File: config.mk
export PLATFORM = sky130hd
export DESIGN_NAME = nand_page_ecc
export DESIGN_NICKNAME = d
export VERILOG_FILES = /design/src/design/ecc_parity_step.v /design/src/design/nand_page_ecc.v
export VERILOG_INCLUDE_DIRS = /design/src /design/src/design
export SDC_FILE = /design/constraint.sdc
export NUM_CORES = 2
export LEC_CHECK = 0
export BUFFER_PORTS_ARGS = -buffer_cell sky130_fd_sc_hd__buf_2
export CAP_MARGIN = 15
export CORE_ASPECT_RATIO = 0.8
export CORE_MARGIN = 5
export CORE_UTILIZATION = 60
export DETAILED_ROUTE_END_ITERATION = 6
export MAX_ROUTING_LAYER = met4
export PLACE_DENSITY = 0.77
export SLEW_MARGIN = 10
export SYNTH_ARGS = -nofsm -noshare
export SYNTH_HDL_FRONTEND = slang
export SYNTH_SLANG_ARGS = --single-unit
File: constraint.sdc
create_clock -name clk_i -period 38.7 [get_ports clk_i]
set_input_delay 5.805 -clock clk_i [delete_from_list [all_inputs] [get_ports clk_i]]
set_output_delay 5.805 -clock clk_i [all_outputs]
set_load 0.05 [all_outputs]
File: src/design/nand_ecc_regs.vh
// constants of the page-buffer error-correction block
// assumes column addresses of 13 bits and 8-bit feature bytes
`ifndef NAND_ECC_REGS_VH
`define NAND_ECC_REGS_VH

// ----------------------------------------------------------------
// feature addresses
// ----------------------------------------------------------------
`define FA_THRESHOLD      8'h10
`define FA_SECTOR_FLAGS   8'h20
`define FA_WORST          8'h30
`define FA_COUNT_S10      8'h40
`define FA_COUNT_S32      8'h41
`define FA_COUNT_S54      8'h50
`define FA_COUNT_S76      8'h51
`define FA_CONFIG         8'hB0
`define FA_STATUS         8'hC0

// ----------------------------------------------------------------
// field positions and reset values
// ----------------------------------------------------------------
`define CFG_ECC_EN_BIT    4
`define ST_ECC_LSB        4
`define THR_LSB           0
`define THR_RESET         4'h4
`define THR_RESERVED      4'h0
`define ECC_EN_RESET      1'b1
`define WORST_CNT_LSB     4

// ----------------------------------------------------------------
// correction status codes and flip counts
// ----------------------------------------------------------------
`define ST_NO_ERROR       2'h0
`define ST_CORRECTED      2'h1
`define ST_UNCORRECTABLE  2'h2
`define FLIP_MAX_FIX      4'h8
`define FLIP_UNCORR       4'hf

// ----------------------------------------------------------------
// page layout
// ----------------------------------------------------------------
`define COL_SPARE_BASE    13'h1000
`define COL_PARITY_BASE   13'h1080
`define COL_PAGE_END_DIS  13'h1100
`define PARITY_BYTES      8'h80
`define PARITY_POLY       128'h8000_0000_0000_0000_0000_0000_0000_0087
`endif

File: src/design/ecc_parity_step.v
// one byte step of the 128-bit parity remainder of a sector
// assumes bytes are folded most significant bit first
`timescale 1ns/10ps
`include "nand_ecc_regs.vh"

module ecc_parity_step (
	input  wire [127:0] state_i,
	input  wire [7:0]   data_i,
	output reg  [127:0] next_o
);
	integer k;
	reg     fb;

	always @* begin
		next_o = state_i;
		fb     = 1'b0;
		for (k = 7; k >= 0; k = k - 1) begin
			fb     = next_o[127] ^ data_i[k];
			next_o = {next_o[126:0], 1'b0} ^ (fb ? `PARITY_POLY : 128'h0000_0000_0000_0000_0000_0000_0000_0000);
		end
	end
endmodule // ecc_parity_step

File: src/design/nand_page_ecc.v
// internal error correction of the page buffer: parity on program,
// correction and flip reporting on read, feature-table locations
// assumes one clock; command decode and array sequencing lie outside
//
// Behaviour
// parity computed over written data during program busy when enabled
// per sector up to eight flips corrected, nine or more detected
// 512 main bytes and 16 spare bytes form one parity unit
// sector n: main n*512..n*512+511, spare 4096+16n..4111+16n
// read data corrected inside; status held until next valid command
// parity at columns 4224..4351, host denied them while enabled
// host writes main and spare of a sector in one program
// correction enabled after power-on without configuration
// enable is bit 4 of feature B0h; zero disables correction
// disabled correction widens host spare area from 128 to 256 bytes
// host writes enable just before next read, program or erase
// overall status in bits 5:4 of feature C0h
// four-bit flip threshold at feature 10h set by feature write
// codes 1..8 select flips, 1111 uncorrectable, 0000 reserved, default 0100
// eight sector flags at feature 20h updated on buffer output
// flag set when sector count reaches threshold, else clear
// worst count and its sector at 30h, lowest sector wins ties
// four-bit sector counts at 40h and 50h, 1111 means uncorrected
// host issues only feature read or reset while busy
// status codes separate no error, corrected and uncorrectable
`timescale 1ns/10ps
`include "nand_ecc_regs.vh"

module nand_page_ecc (
	input  wire        clk_i,
	input  wire        arst_n_i,
	input  wire        feat_wr_i,
	input  wire        feat_rd_i,
	input  wire [7:0]  feat_addr_i,
	input  wire [7:0]  feat_wdata_i,
	output reg  [7:0]  feat_rdata_o,
	output reg         feat_rvalid_o,
	input  wire        cmd_accept_i,
	input  wire        prog_start_i,
	input  wire        prog_valid_i,
	input  wire [12:0] prog_col_i,
	input  wire [7:0]  prog_data_i,
	input  wire        prog_done_i,
	output reg         par_valid_o,
	output reg  [12:0] par_col_o,
	output reg  [7:0]  par_data_o,
	output wire        busy_o,
	input  wire        read_start_i,
	input  wire        rd_valid_i,
	input  wire [12:0] rd_col_i,
	input  wire [7:0]  rd_data_i,
	input  wire [7:0]  rd_err_i,
	input  wire        rd_done_i,
	output reg         cor_valid_o,
	output reg  [12:0] cor_col_o,
	output reg  [7:0]  cor_data_o,
	input  wire        buf_out_i,
	input  wire [12:0] host_col_i,
	output wire        host_col_ok_o,
	output wire        ecc_en_o
);
	// ----------------------------------------------------------------
	// states and helpers
	// ----------------------------------------------------------------
	localparam [1:0] S_IDLE = 2'b00;
	localparam [1:0] S_PROG = 2'b01;
	localparam [1:0] S_EMIT = 2'b10;

	// sector of column
	function [2:0] sector_of;
		input [12:0] col;
		begin
			sector_of = (col < `COL_SPARE_BASE) ? col[11:9] : col[6:4];
		end
	endfunction

	// main or matching spare byte
	function in_codeword;
		input [12:0] col;
		begin
			in_codeword = (col < `COL_PARITY_BASE);
		end
	endfunction

	function [3:0] popcount;
		input [7:0] v;
		integer j;
		begin
			popcount = 4'h0;
			for (j = 0; j < 8; j = j + 1)
				popcount = popcount + {3'b000, v[j]};
		end
	endfunction

	// ----------------------------------------------------------------
	// reset release
	// ----------------------------------------------------------------
	reg rst_meta;
	reg rst_n;

	always @(posedge clk_i or negedge arst_n_i) begin
		if (!arst_n_i) begin
			rst_meta <= 1'b0;
			rst_n    <= 1'b0;
		end else begin
			rst_meta <= 1'b1;
			rst_n    <= rst_meta;
		end
	end

	// ----------------------------------------------------------------
	// feature registers
	// ----------------------------------------------------------------
	reg        ecc_en;
	reg [3:0]  threshold;
	reg [1:0]  ecc_status;
	reg [7:0]  sector_flip_flags;
	reg [3:0]  sector_flip_count [0:7];
	reg [3:0]  worst_flip_count;
	reg [2:0]  worst_sector_index;
	reg [3:0]  next_worst_cnt;
	reg [2:0]  next_worst_idx;
	reg [1:0]  next_status;
	integer    n;
	integer    ri;
	integer    si;
	integer    fi;

	assign ecc_en_o = ecc_en;

	// parity columns hidden while enabled
	// spare widens to 256 bytes when disabled
	assign host_col_ok_o = ecc_en ? (host_col_i < `COL_PARITY_BASE) : (host_col_i < `COL_PAGE_END_DIS);

	always @(posedge clk_i or negedge rst_n) begin
		if (!rst_n) begin
			// enabled from power-on
			ecc_en    <= `ECC_EN_RESET;
			// default threshold
			threshold <= `THR_RESET;
		end else if (feat_wr_i) begin
			// enable flag write
			if (feat_addr_i == `FA_CONFIG)
				ecc_en <= feat_wdata_i[`CFG_ECC_EN_BIT];
			// threshold write, reserved code ignored
			if (feat_addr_i == `FA_THRESHOLD && feat_wdata_i[`THR_LSB +: 4] != `THR_RESERVED)
				threshold <= feat_wdata_i[`THR_LSB +: 4];
		end
	end

	always @(posedge clk_i or negedge rst_n) begin
		if (!rst_n) begin
			feat_rdata_o  <= 8'h00;
			feat_rvalid_o <= 1'b0;
		end else begin
			feat_rvalid_o <= feat_rd_i;
			if (feat_rd_i) begin
				case (feat_addr_i)
					`FA_CONFIG:       feat_rdata_o <= {3'b000, ecc_en, 4'h0};
					`FA_THRESHOLD:    feat_rdata_o <= {4'h0, threshold};
					// status field
					`FA_STATUS:       feat_rdata_o <= {2'b00, ecc_status, 4'h0};
					`FA_SECTOR_FLAGS: feat_rdata_o <= sector_flip_flags;
					// worst sector report
					`FA_WORST:        feat_rdata_o <= {worst_flip_count, 1'b0, worst_sector_index};
					// counts, two sectors a byte
					`FA_COUNT_S10:    feat_rdata_o <= {sector_flip_count[1], sector_flip_count[0]};
					`FA_COUNT_S32:    feat_rdata_o <= {sector_flip_count[3], sector_flip_count[2]};
					`FA_COUNT_S54:    feat_rdata_o <= {sector_flip_count[5], sector_flip_count[4]};
					`FA_COUNT_S76:    feat_rdata_o <= {sector_flip_count[7], sector_flip_count[6]};
					default:          feat_rdata_o <= 8'h00;
				endcase
			end
		end
	end

	// ----------------------------------------------------------------
	// program: parity accumulation and emission
	// ----------------------------------------------------------------
	reg  [1:0]   state;
	reg  [127:0] par_acc [0:7];
	reg  [6:0]   emit_idx;
	wire [2:0]   prog_sec = sector_of(prog_col_i);
	wire [127:0] par_next;

	ecc_parity_step u_step (
		.state_i (par_acc[prog_sec]),
		.data_i  (prog_data_i),
		.next_o  (par_next)
	);

	assign busy_o = (state != S_IDLE);

	always @(posedge clk_i or negedge rst_n) begin
		if (!rst_n) begin
			state       <= S_IDLE;
			emit_idx    <= 7'h00;
			par_valid_o <= 1'b0;
			par_col_o   <= 13'h0000;
			par_data_o  <= 8'h00;
			for (n = 0; n < 8; n = n + 1)
				par_acc[n] <= 128'h0000_0000_0000_0000_0000_0000_0000_0000;
		end else begin
			par_valid_o <= 1'b0;
			case (state)
				S_IDLE: begin
					if (prog_start_i) begin
						for (n = 0; n < 8; n = n + 1)
							par_acc[n] <= 128'h0000_0000_0000_0000_0000_0000_0000_0000;
						state <= S_PROG;
					end
				end
				S_PROG: begin
					// fold written bytes only while enabled
					if (prog_valid_i && ecc_en && in_codeword(prog_col_i))
						par_acc[prog_sec] <= par_next;
					if (prog_done_i) begin
						emit_idx <= 7'h00;
						state    <= ecc_en ? S_EMIT : S_IDLE;
					end
				end
				S_EMIT: begin
					// parity bytes land at 4224 upward
					par_valid_o <= 1'b1;
					par_col_o   <= `COL_PARITY_BASE + {6'h00, emit_idx};
					par_data_o  <= par_acc[emit_idx[6:4]][{emit_idx[3:0], 3'b000} +: 8];
					emit_idx    <= emit_idx + 7'h01;
					if (emit_idx == (`PARITY_BYTES - 8'h01))
						state <= S_IDLE;
				end
				default: state <= S_IDLE;
			endcase
		end
	end

	// ----------------------------------------------------------------
	// read: correction and flip counting
	// ----------------------------------------------------------------
	wire [2:0] rd_sec  = sector_of(rd_col_i);
	wire [3:0] rd_old  = sector_flip_count[rd_sec];
	wire [4:0] rd_sum  = {1'b0, rd_old} + {1'b0, popcount(rd_err_i)};
	// nine or more flips saturate as uncorrectable
	wire       rd_bad  = (rd_old == `FLIP_UNCORR) || (rd_sum > {1'b0, `FLIP_MAX_FIX});
	wire       rd_use  = ecc_en && in_codeword(rd_col_i);

	always @(posedge clk_i or negedge rst_n) begin
		if (!rst_n) begin
			cor_valid_o <= 1'b0;
			cor_col_o   <= 13'h0000;
			cor_data_o  <= 8'h00;
			for (ri = 0; ri < 8; ri = ri + 1)
				sector_flip_count[ri] <= 4'h0;
		end else begin
			cor_valid_o <= rd_valid_i;
			if (rd_valid_i) begin
				cor_col_o <= rd_col_i;
				// correct in place; a sector passes raw from the byte that makes it uncorrectable
				cor_data_o <= (rd_use && !rd_bad) ? (rd_data_i ^ rd_err_i) : rd_data_i;
			end
			if (read_start_i) begin
				for (ri = 0; ri < 8; ri = ri + 1)
					sector_flip_count[ri] <= 4'h0;
			end else if (rd_valid_i && rd_use) begin
				sector_flip_count[rd_sec] <= rd_bad ? `FLIP_UNCORR : rd_sum[3:0];
			end
		end
	end

	// ----------------------------------------------------------------
	// page summary
	// ----------------------------------------------------------------
	always @* begin
		next_worst_cnt = sector_flip_count[0];
		next_worst_idx = 3'b000;
		// strict compare keeps the lowest sector on ties
		for (si = 1; si < 8; si = si + 1) begin
			if (sector_flip_count[si] > next_worst_cnt) begin
				next_worst_cnt = sector_flip_count[si];
				next_worst_idx = si[2:0];
			end
		end
		// three outcomes
		if (next_worst_cnt == `FLIP_UNCORR)
			next_status = `ST_UNCORRECTABLE;
		else if (next_worst_cnt != 4'h0)
			next_status = `ST_CORRECTED;
		else
			next_status = `ST_NO_ERROR;
	end

	always @(posedge clk_i or negedge rst_n) begin
		if (!rst_n) begin
			ecc_status         <= `ST_NO_ERROR;
			worst_flip_count   <= 4'h0;
			worst_sector_index <= 3'b000;
			sector_flip_flags  <= 8'h00;
		end else begin
			// result held until another command; a finishing read wins while enabled
			if (rd_done_i && ecc_en) begin
				ecc_status         <= next_status;
				worst_flip_count   <= next_worst_cnt;
				worst_sector_index <= next_worst_idx;
			end else if (cmd_accept_i) begin
				ecc_status <= `ST_NO_ERROR;
			end
			// flags refresh on buffer output
			if (buf_out_i) begin
				for (fi = 0; fi < 8; fi = fi + 1)
					// at or above threshold
					sector_flip_flags[fi] <= (sector_flip_count[fi] >= threshold);
			end
		end
	end
endmodule // nand_page_ecc

-- Word level (Yosys, flattened, before mapping)
Cells that the tools add are included.
- bits in registers: 1142
- latch bits: 0
- RAM bits: 0
- memory bits (read-only): 0
- output and inout port bits: 56
- logic and storage cells: 194
- memories: 0
- add/sub/neg operators: 10
- multipliers: 0
- divide/modulo/power cells: 0
- magnitude comparators: 27
- eq/ne operators: 18
- shift-type cells: 1
- multiplexer cells: 60
- bitwise gates (word level): 20
- reduce and logical (&&, ||, !) cells: 24
- operators by type and width (cell ; count):
    $mux 1024 ; 2
    $pmux 1024 s2 ; 1
    $mux 128 ; 13
    $bwmux 1024 ; 1
    $xor 128x128->128 ; 8
    $bmux 128 s3 ; 2
    $demux 128 s3 ; 1
    $shiftx 128x8->8 ; 1
    $lt 13x13->1 const B ; 6
    $pmux 8 s9 ; 1
    $mux 32 ; 2
    $mux 4 ; 11
    $bwmux 32 ; 1
    $eq 8x7->1 const B ; 4
    $ge 4x4->1 ; 8
    $gt 4x4->1 ; 7
    $mux 2 ; 9
    $mux 3 ; 6
    $add 4x1->4 ; 4
    $eq 8x6->1 const B ; 2
    $eq 8x8->1 const B ; 2
    $pmux 7 s2 ; 1
    $add 13x7->13 const A ; 1
    $bmux 4 s3 ; 1
    other kinds (30) ; 65

-- Longest topological paths before layout
- depth after elaboration: 33
- depth in mapped cells: 56
- gate-level depth less buffers: 55

-- Hierarchy
From an unflattened synthesis, not the netlist that was laid out.
- cell total of the unflattened synthesis: 4626
- area, all modules: 58132.0 sq um
- by module, submodules not included (module ; instances ; cells each ; area each (sq um) ; sequential area each (sq um)):
    nand_page_ecc ; 1 ; 4476 ; 56908.3 ; 28454.8
    ecc_parity_step ; 1 ; 150 ; 1223.7 ; 0.0

-- Least setup slack after synthesis
No wires, ideal clock.
- path type: input port to output port
- start point: input port host_col_i[11]
- end point: output port host_col_ok_o
- data arrival time: 6.464 ns
- setup slack: 26.431 ns
- stages on the path: 3
- buffers on the path: 0
- path through: nor4_1 nand2_1 nand2_1
- cells in the longest elaborated chain, start to end: 2
- elaborated cells between the ends (all ways): 3
- classes of those cells: order compare: 2; mux: 1
- RTL lines (element ; line ; text):
    start: declaration ; nand_page_ecc.v:58 ; input wire [12:0] host_col_i,
    $lt 13x13->1 (no line) ; -- ;
    $mux 1 * ; nand_page_ecc.v:133 ; assign host_col_ok_o = ecc_en ? (host_col_i < `COL_PARITY_BASE) : (host_col_i < `COL_PAGE_END_DIS);
    end: declaration ; nand_page_ecc.v:59 ; output wire host_col_ok_o,
Mark *: on every way between the ends. The rest lies on a longest branch, timed or not.

-- Worst setup path after layout
Ends and elaborated chain as after synthesis.

==> key figures <==
Status
  • Run status: finished, final reports clean

Pwr
  • Max VDD drop: 0.0000458 V
  • Overall Power: 2870 uW
  • Comb power frac: 17.5%
  • Leakage power: 0.0266 uW
  • Psw: 871 uW
  • P per Cell Area: 45.9 nW/um2
  • Sequential share of power: 42.7%
  • Switching part of the total: 30.4%
  • Internal power: 1990 uW
  • Clock power share: 39.7%

Worst setup path
  • CP Launch Type: input port
  • Setup crit end kind: primary output
  • Worst EP required: 32.90 ns
  • CP cell instances: buf_2, nor4_1, nand2_1, nand2_1, buf_2
  • Critical path's slowest cell: nor4_1
  • CP Class: input port to primary output
  • Crit-path max cell delay: 0.27 ns
  • Crit-path max FO: 1
  • Arrival @ worst endpoint: 6.59 ns

Routing
  • Initial DRC count: 8563
  • Via count: 50400
  • Antenna Violating Nets Remaining: 0
  • Post-Route WL: 199 mm
  • WL/cell: 29.2 um
  • DRC: 0
  • DR vias/cell: 7.38
  • Length of the first detailed-routing pass in iterations: 7

Clocking
  • Worst skew pair latency: 0.73 ns
  • CTS clock-pin slew for the worst setup and hold paths: 0.06 ns
  • CTS max path bufs: 3
  • Setup Buffers After CTS: 0
  • Clock tree from TritonCTS: done
  • PostCTS Resize Cnt: 0
  • H-Tree Depth: 3
  • Clk sinks: 1137
  • Clock tree root buffer cell: clkbuf_16
  • Cts bufs inserted: 109
  • Hold Buf Count CTS: 0

Global routing
  • Antenna violations before repair: 4
  • Largest net degree at the start of global routing: 159
  • Total gr overflow: 0
  • Vias in the first global route: 49800
  • GRT Total Usage: 39.8%
  • GRT met1 Usage: 51.7%
  • Met3 Use GR: 14.9%
  • First-pass GRT wire length: 303 mm
  • Global Route met2 Usage: 55.7%
  • Layer with the highest usage: met2

Synth
  • Leading area contributor after synthesis: dfrtp_1
  • Ranking of synthesized cells by area: dfrtp_1 (50%), mux4_2 (11%), o21ai_0 (8.8%)
  • Top_reg_cell synth: dfrtp_1
  • Synth Register Bits: 1137
  • Synth Area per Inst: 10.2 um2
  • Async set-or-reset flop fraction in the synthesized netlist: 100%
  • Mapped cell area: 57200 um2
  • Library cells used by synthesis: 88
  • Synthesis warning total: 0
  • Post-synth top cells: nand2_1 (1137), dfrtp_1 (1135), o21ai_0 (1001), o22ai_1 (442), clkbuf_1 (400)
  • Yosys top cell area share: 49.6%
  • EDFF count, synth: 0
  • Most common cell in the netlist: nand2_1
  • Syn Inst Count: 5629
  • Sequential area share after synthesis: 49.7%

Hold path
  • Hold Crit Class: flop to flop

Timing
  • Worst hold slack: 0.355 ns
  • Setup TNS: 0 ns
  • Clk_skew: 0.0254 ns
  • Tmin final: 12.39 ns
  • Max-slew headroom: 13.5%
  • Slew Limit Fails: 0
  • RSZ-0062 raised after global routing: no
  • Hold Vio Cnt, Final: 0
  • Slew at the pin closest to its max-slew limit: 1.30 ns
  • Fmax achieved: 80.7 MHz
  • Final Cycle Share: 32.0%
  • Finish-stage setup viols: 0

Placed design
  • # port buffers: 128
  • GP Congestion: 0.906
  • DP HPWL: 106 mm
  • Area after DPL: 58600 um2

Die
  • Row cnt: 101
  • Height of the die: 286 um
  • Initial core utilization: 60.4%
  • IO Count: 147
  • Area of the die: 102000 um2
  • Core Region: 94800 um2
  • Horiz. Die Dim: 355 um

Job
  • MaxCap Viol Count: 0

Layout
  • Layout cells sized above 1: 14.5%
  • Final net count: 5635
  • Final Core Density: 65.9%
  • Area Overhead vs Synth: 9.06%
  • Final instance area: 62400 um2
==> per-stage QoR <==
step,std cells,setup slack (ns)
floorplan,5632,4.66
global placement,6604,26.28
detailed placement,6604,26.31
CTS,6810,26.31
global route,6815,25.98
finish,6823,26.31
==> power by group through the flow <==
stage	registers [uW]	clock network, uW	logic, uW
6_report	1220	1140	503
5_1_grt	1230	1190	524
4_1_cts	1220	1140	485
2_1_floorplan	1270	0	309
3_5_place_dp	1250	0	481
3_3_place_gp	1240	0	477
==> flip-flops by register name (all words and copies together) (netlist names), 2 cells and up <==
| name | count |
|---|---|
| cor_col_o | 13 |
| cor_data_o | 8 |
| ecc_status | 2 |
| emit_idx | 7 |
| feat_rdata_o | 8 |
| par_acc | 1024 |
| par_col_o | 8 |
| par_data_o | 8 |
| sector_flip_count | 32 |
| sector_flip_flags | 8 |
| state | 2 |
| threshold | 4 |
| worst_flip_count | 4 |
| worst_sector_index | 3 |
==> layout by cell type (no fill, tap or decap), drive strengths merged, types with 45 or more instances in the layout <==
| cell | n |
|---|---|
| ha | 60 |
| nand2 | 1138 |
| clkbuf | 149 |
| inv | 52 |
| o22ai | 443 |
| o221ai | 45 |
| nor2 | 214 |
| a211oi | 46 |
| o21ai | 1054 |
| a21oi | 113 |
| dfrtp | 1135 |
| buf | 220 |
| a22o | 63 |
| mux2i | 91 |
| mux4 | 288 |
==> path summary, 6_finish.rpt <==
kind / start / to / slack [ns] / depth (start not counted)
max reg2reg: sector_flip_count[29]$_DFFE_PN0P_ / worst_flip_count[3]$_DFFE_PN0P_ / 27.12 / 50
min: rst_meta$_DFF_PN0_ / rst_n$_DFF_PN0_ / 0.35 / 0
max: host_col_i[11] / host_col_ok_o / 26.31 / 5
max in group asynchronous: rst_n$_DFF_PN0_ / par_acc[736]$_DFFE_PN0P_ / 33.47 / 5
min in group asynchronous: rst_n$_DFF_PN0_ / par_acc[732]$_DFFE_PN0P_ / 0.48 / 0
min reg2reg: rst_meta$_DFF_PN0_ / rst_n$_DFF_PN0_ / 0.35 / 0
==> layout make-up <==
type / instances / area [um2]
fillers: 7181 / 32400
flip-flops and latches: 1137 / 28500
multi-input cells: 3968 / 27000
clock buffers: 149 / 3130
well taps: 1236 / 1550
repair buffers: 220 / 1390
clock inverters: 57 / 654
inverters: 43 / 161
diodes: 13 / 32.5
==> kinds of logic after synthesis <==
family,count (synthesis),synth area share (%)
DFF,1137,49.7
buffers and inverters,527,3.53
other,2,0.0131
muxes,421,13.8
and+or+nand+nor,1495,10.5
xor gates and xnor gates,47,1.13
AOI/OAI and AO/OA,1933,19.8
adders and majority gates,67,1.52
==> critical path, delay by kind of cell <==
kind                   cells  cell delay, ns
buffers and inverters      2            0.35
AND/OR/NAND/NOR            3            0.43
==> routing by layer <==
metal  up-vias  part of all wire [%]
met5         -                     0
met4         0                   5.7
met3       998                    16
met2      4396                    42
met1     24600                    36
li1      20400                     -
No activity file was read; power rests on OpenSTA's default activity.
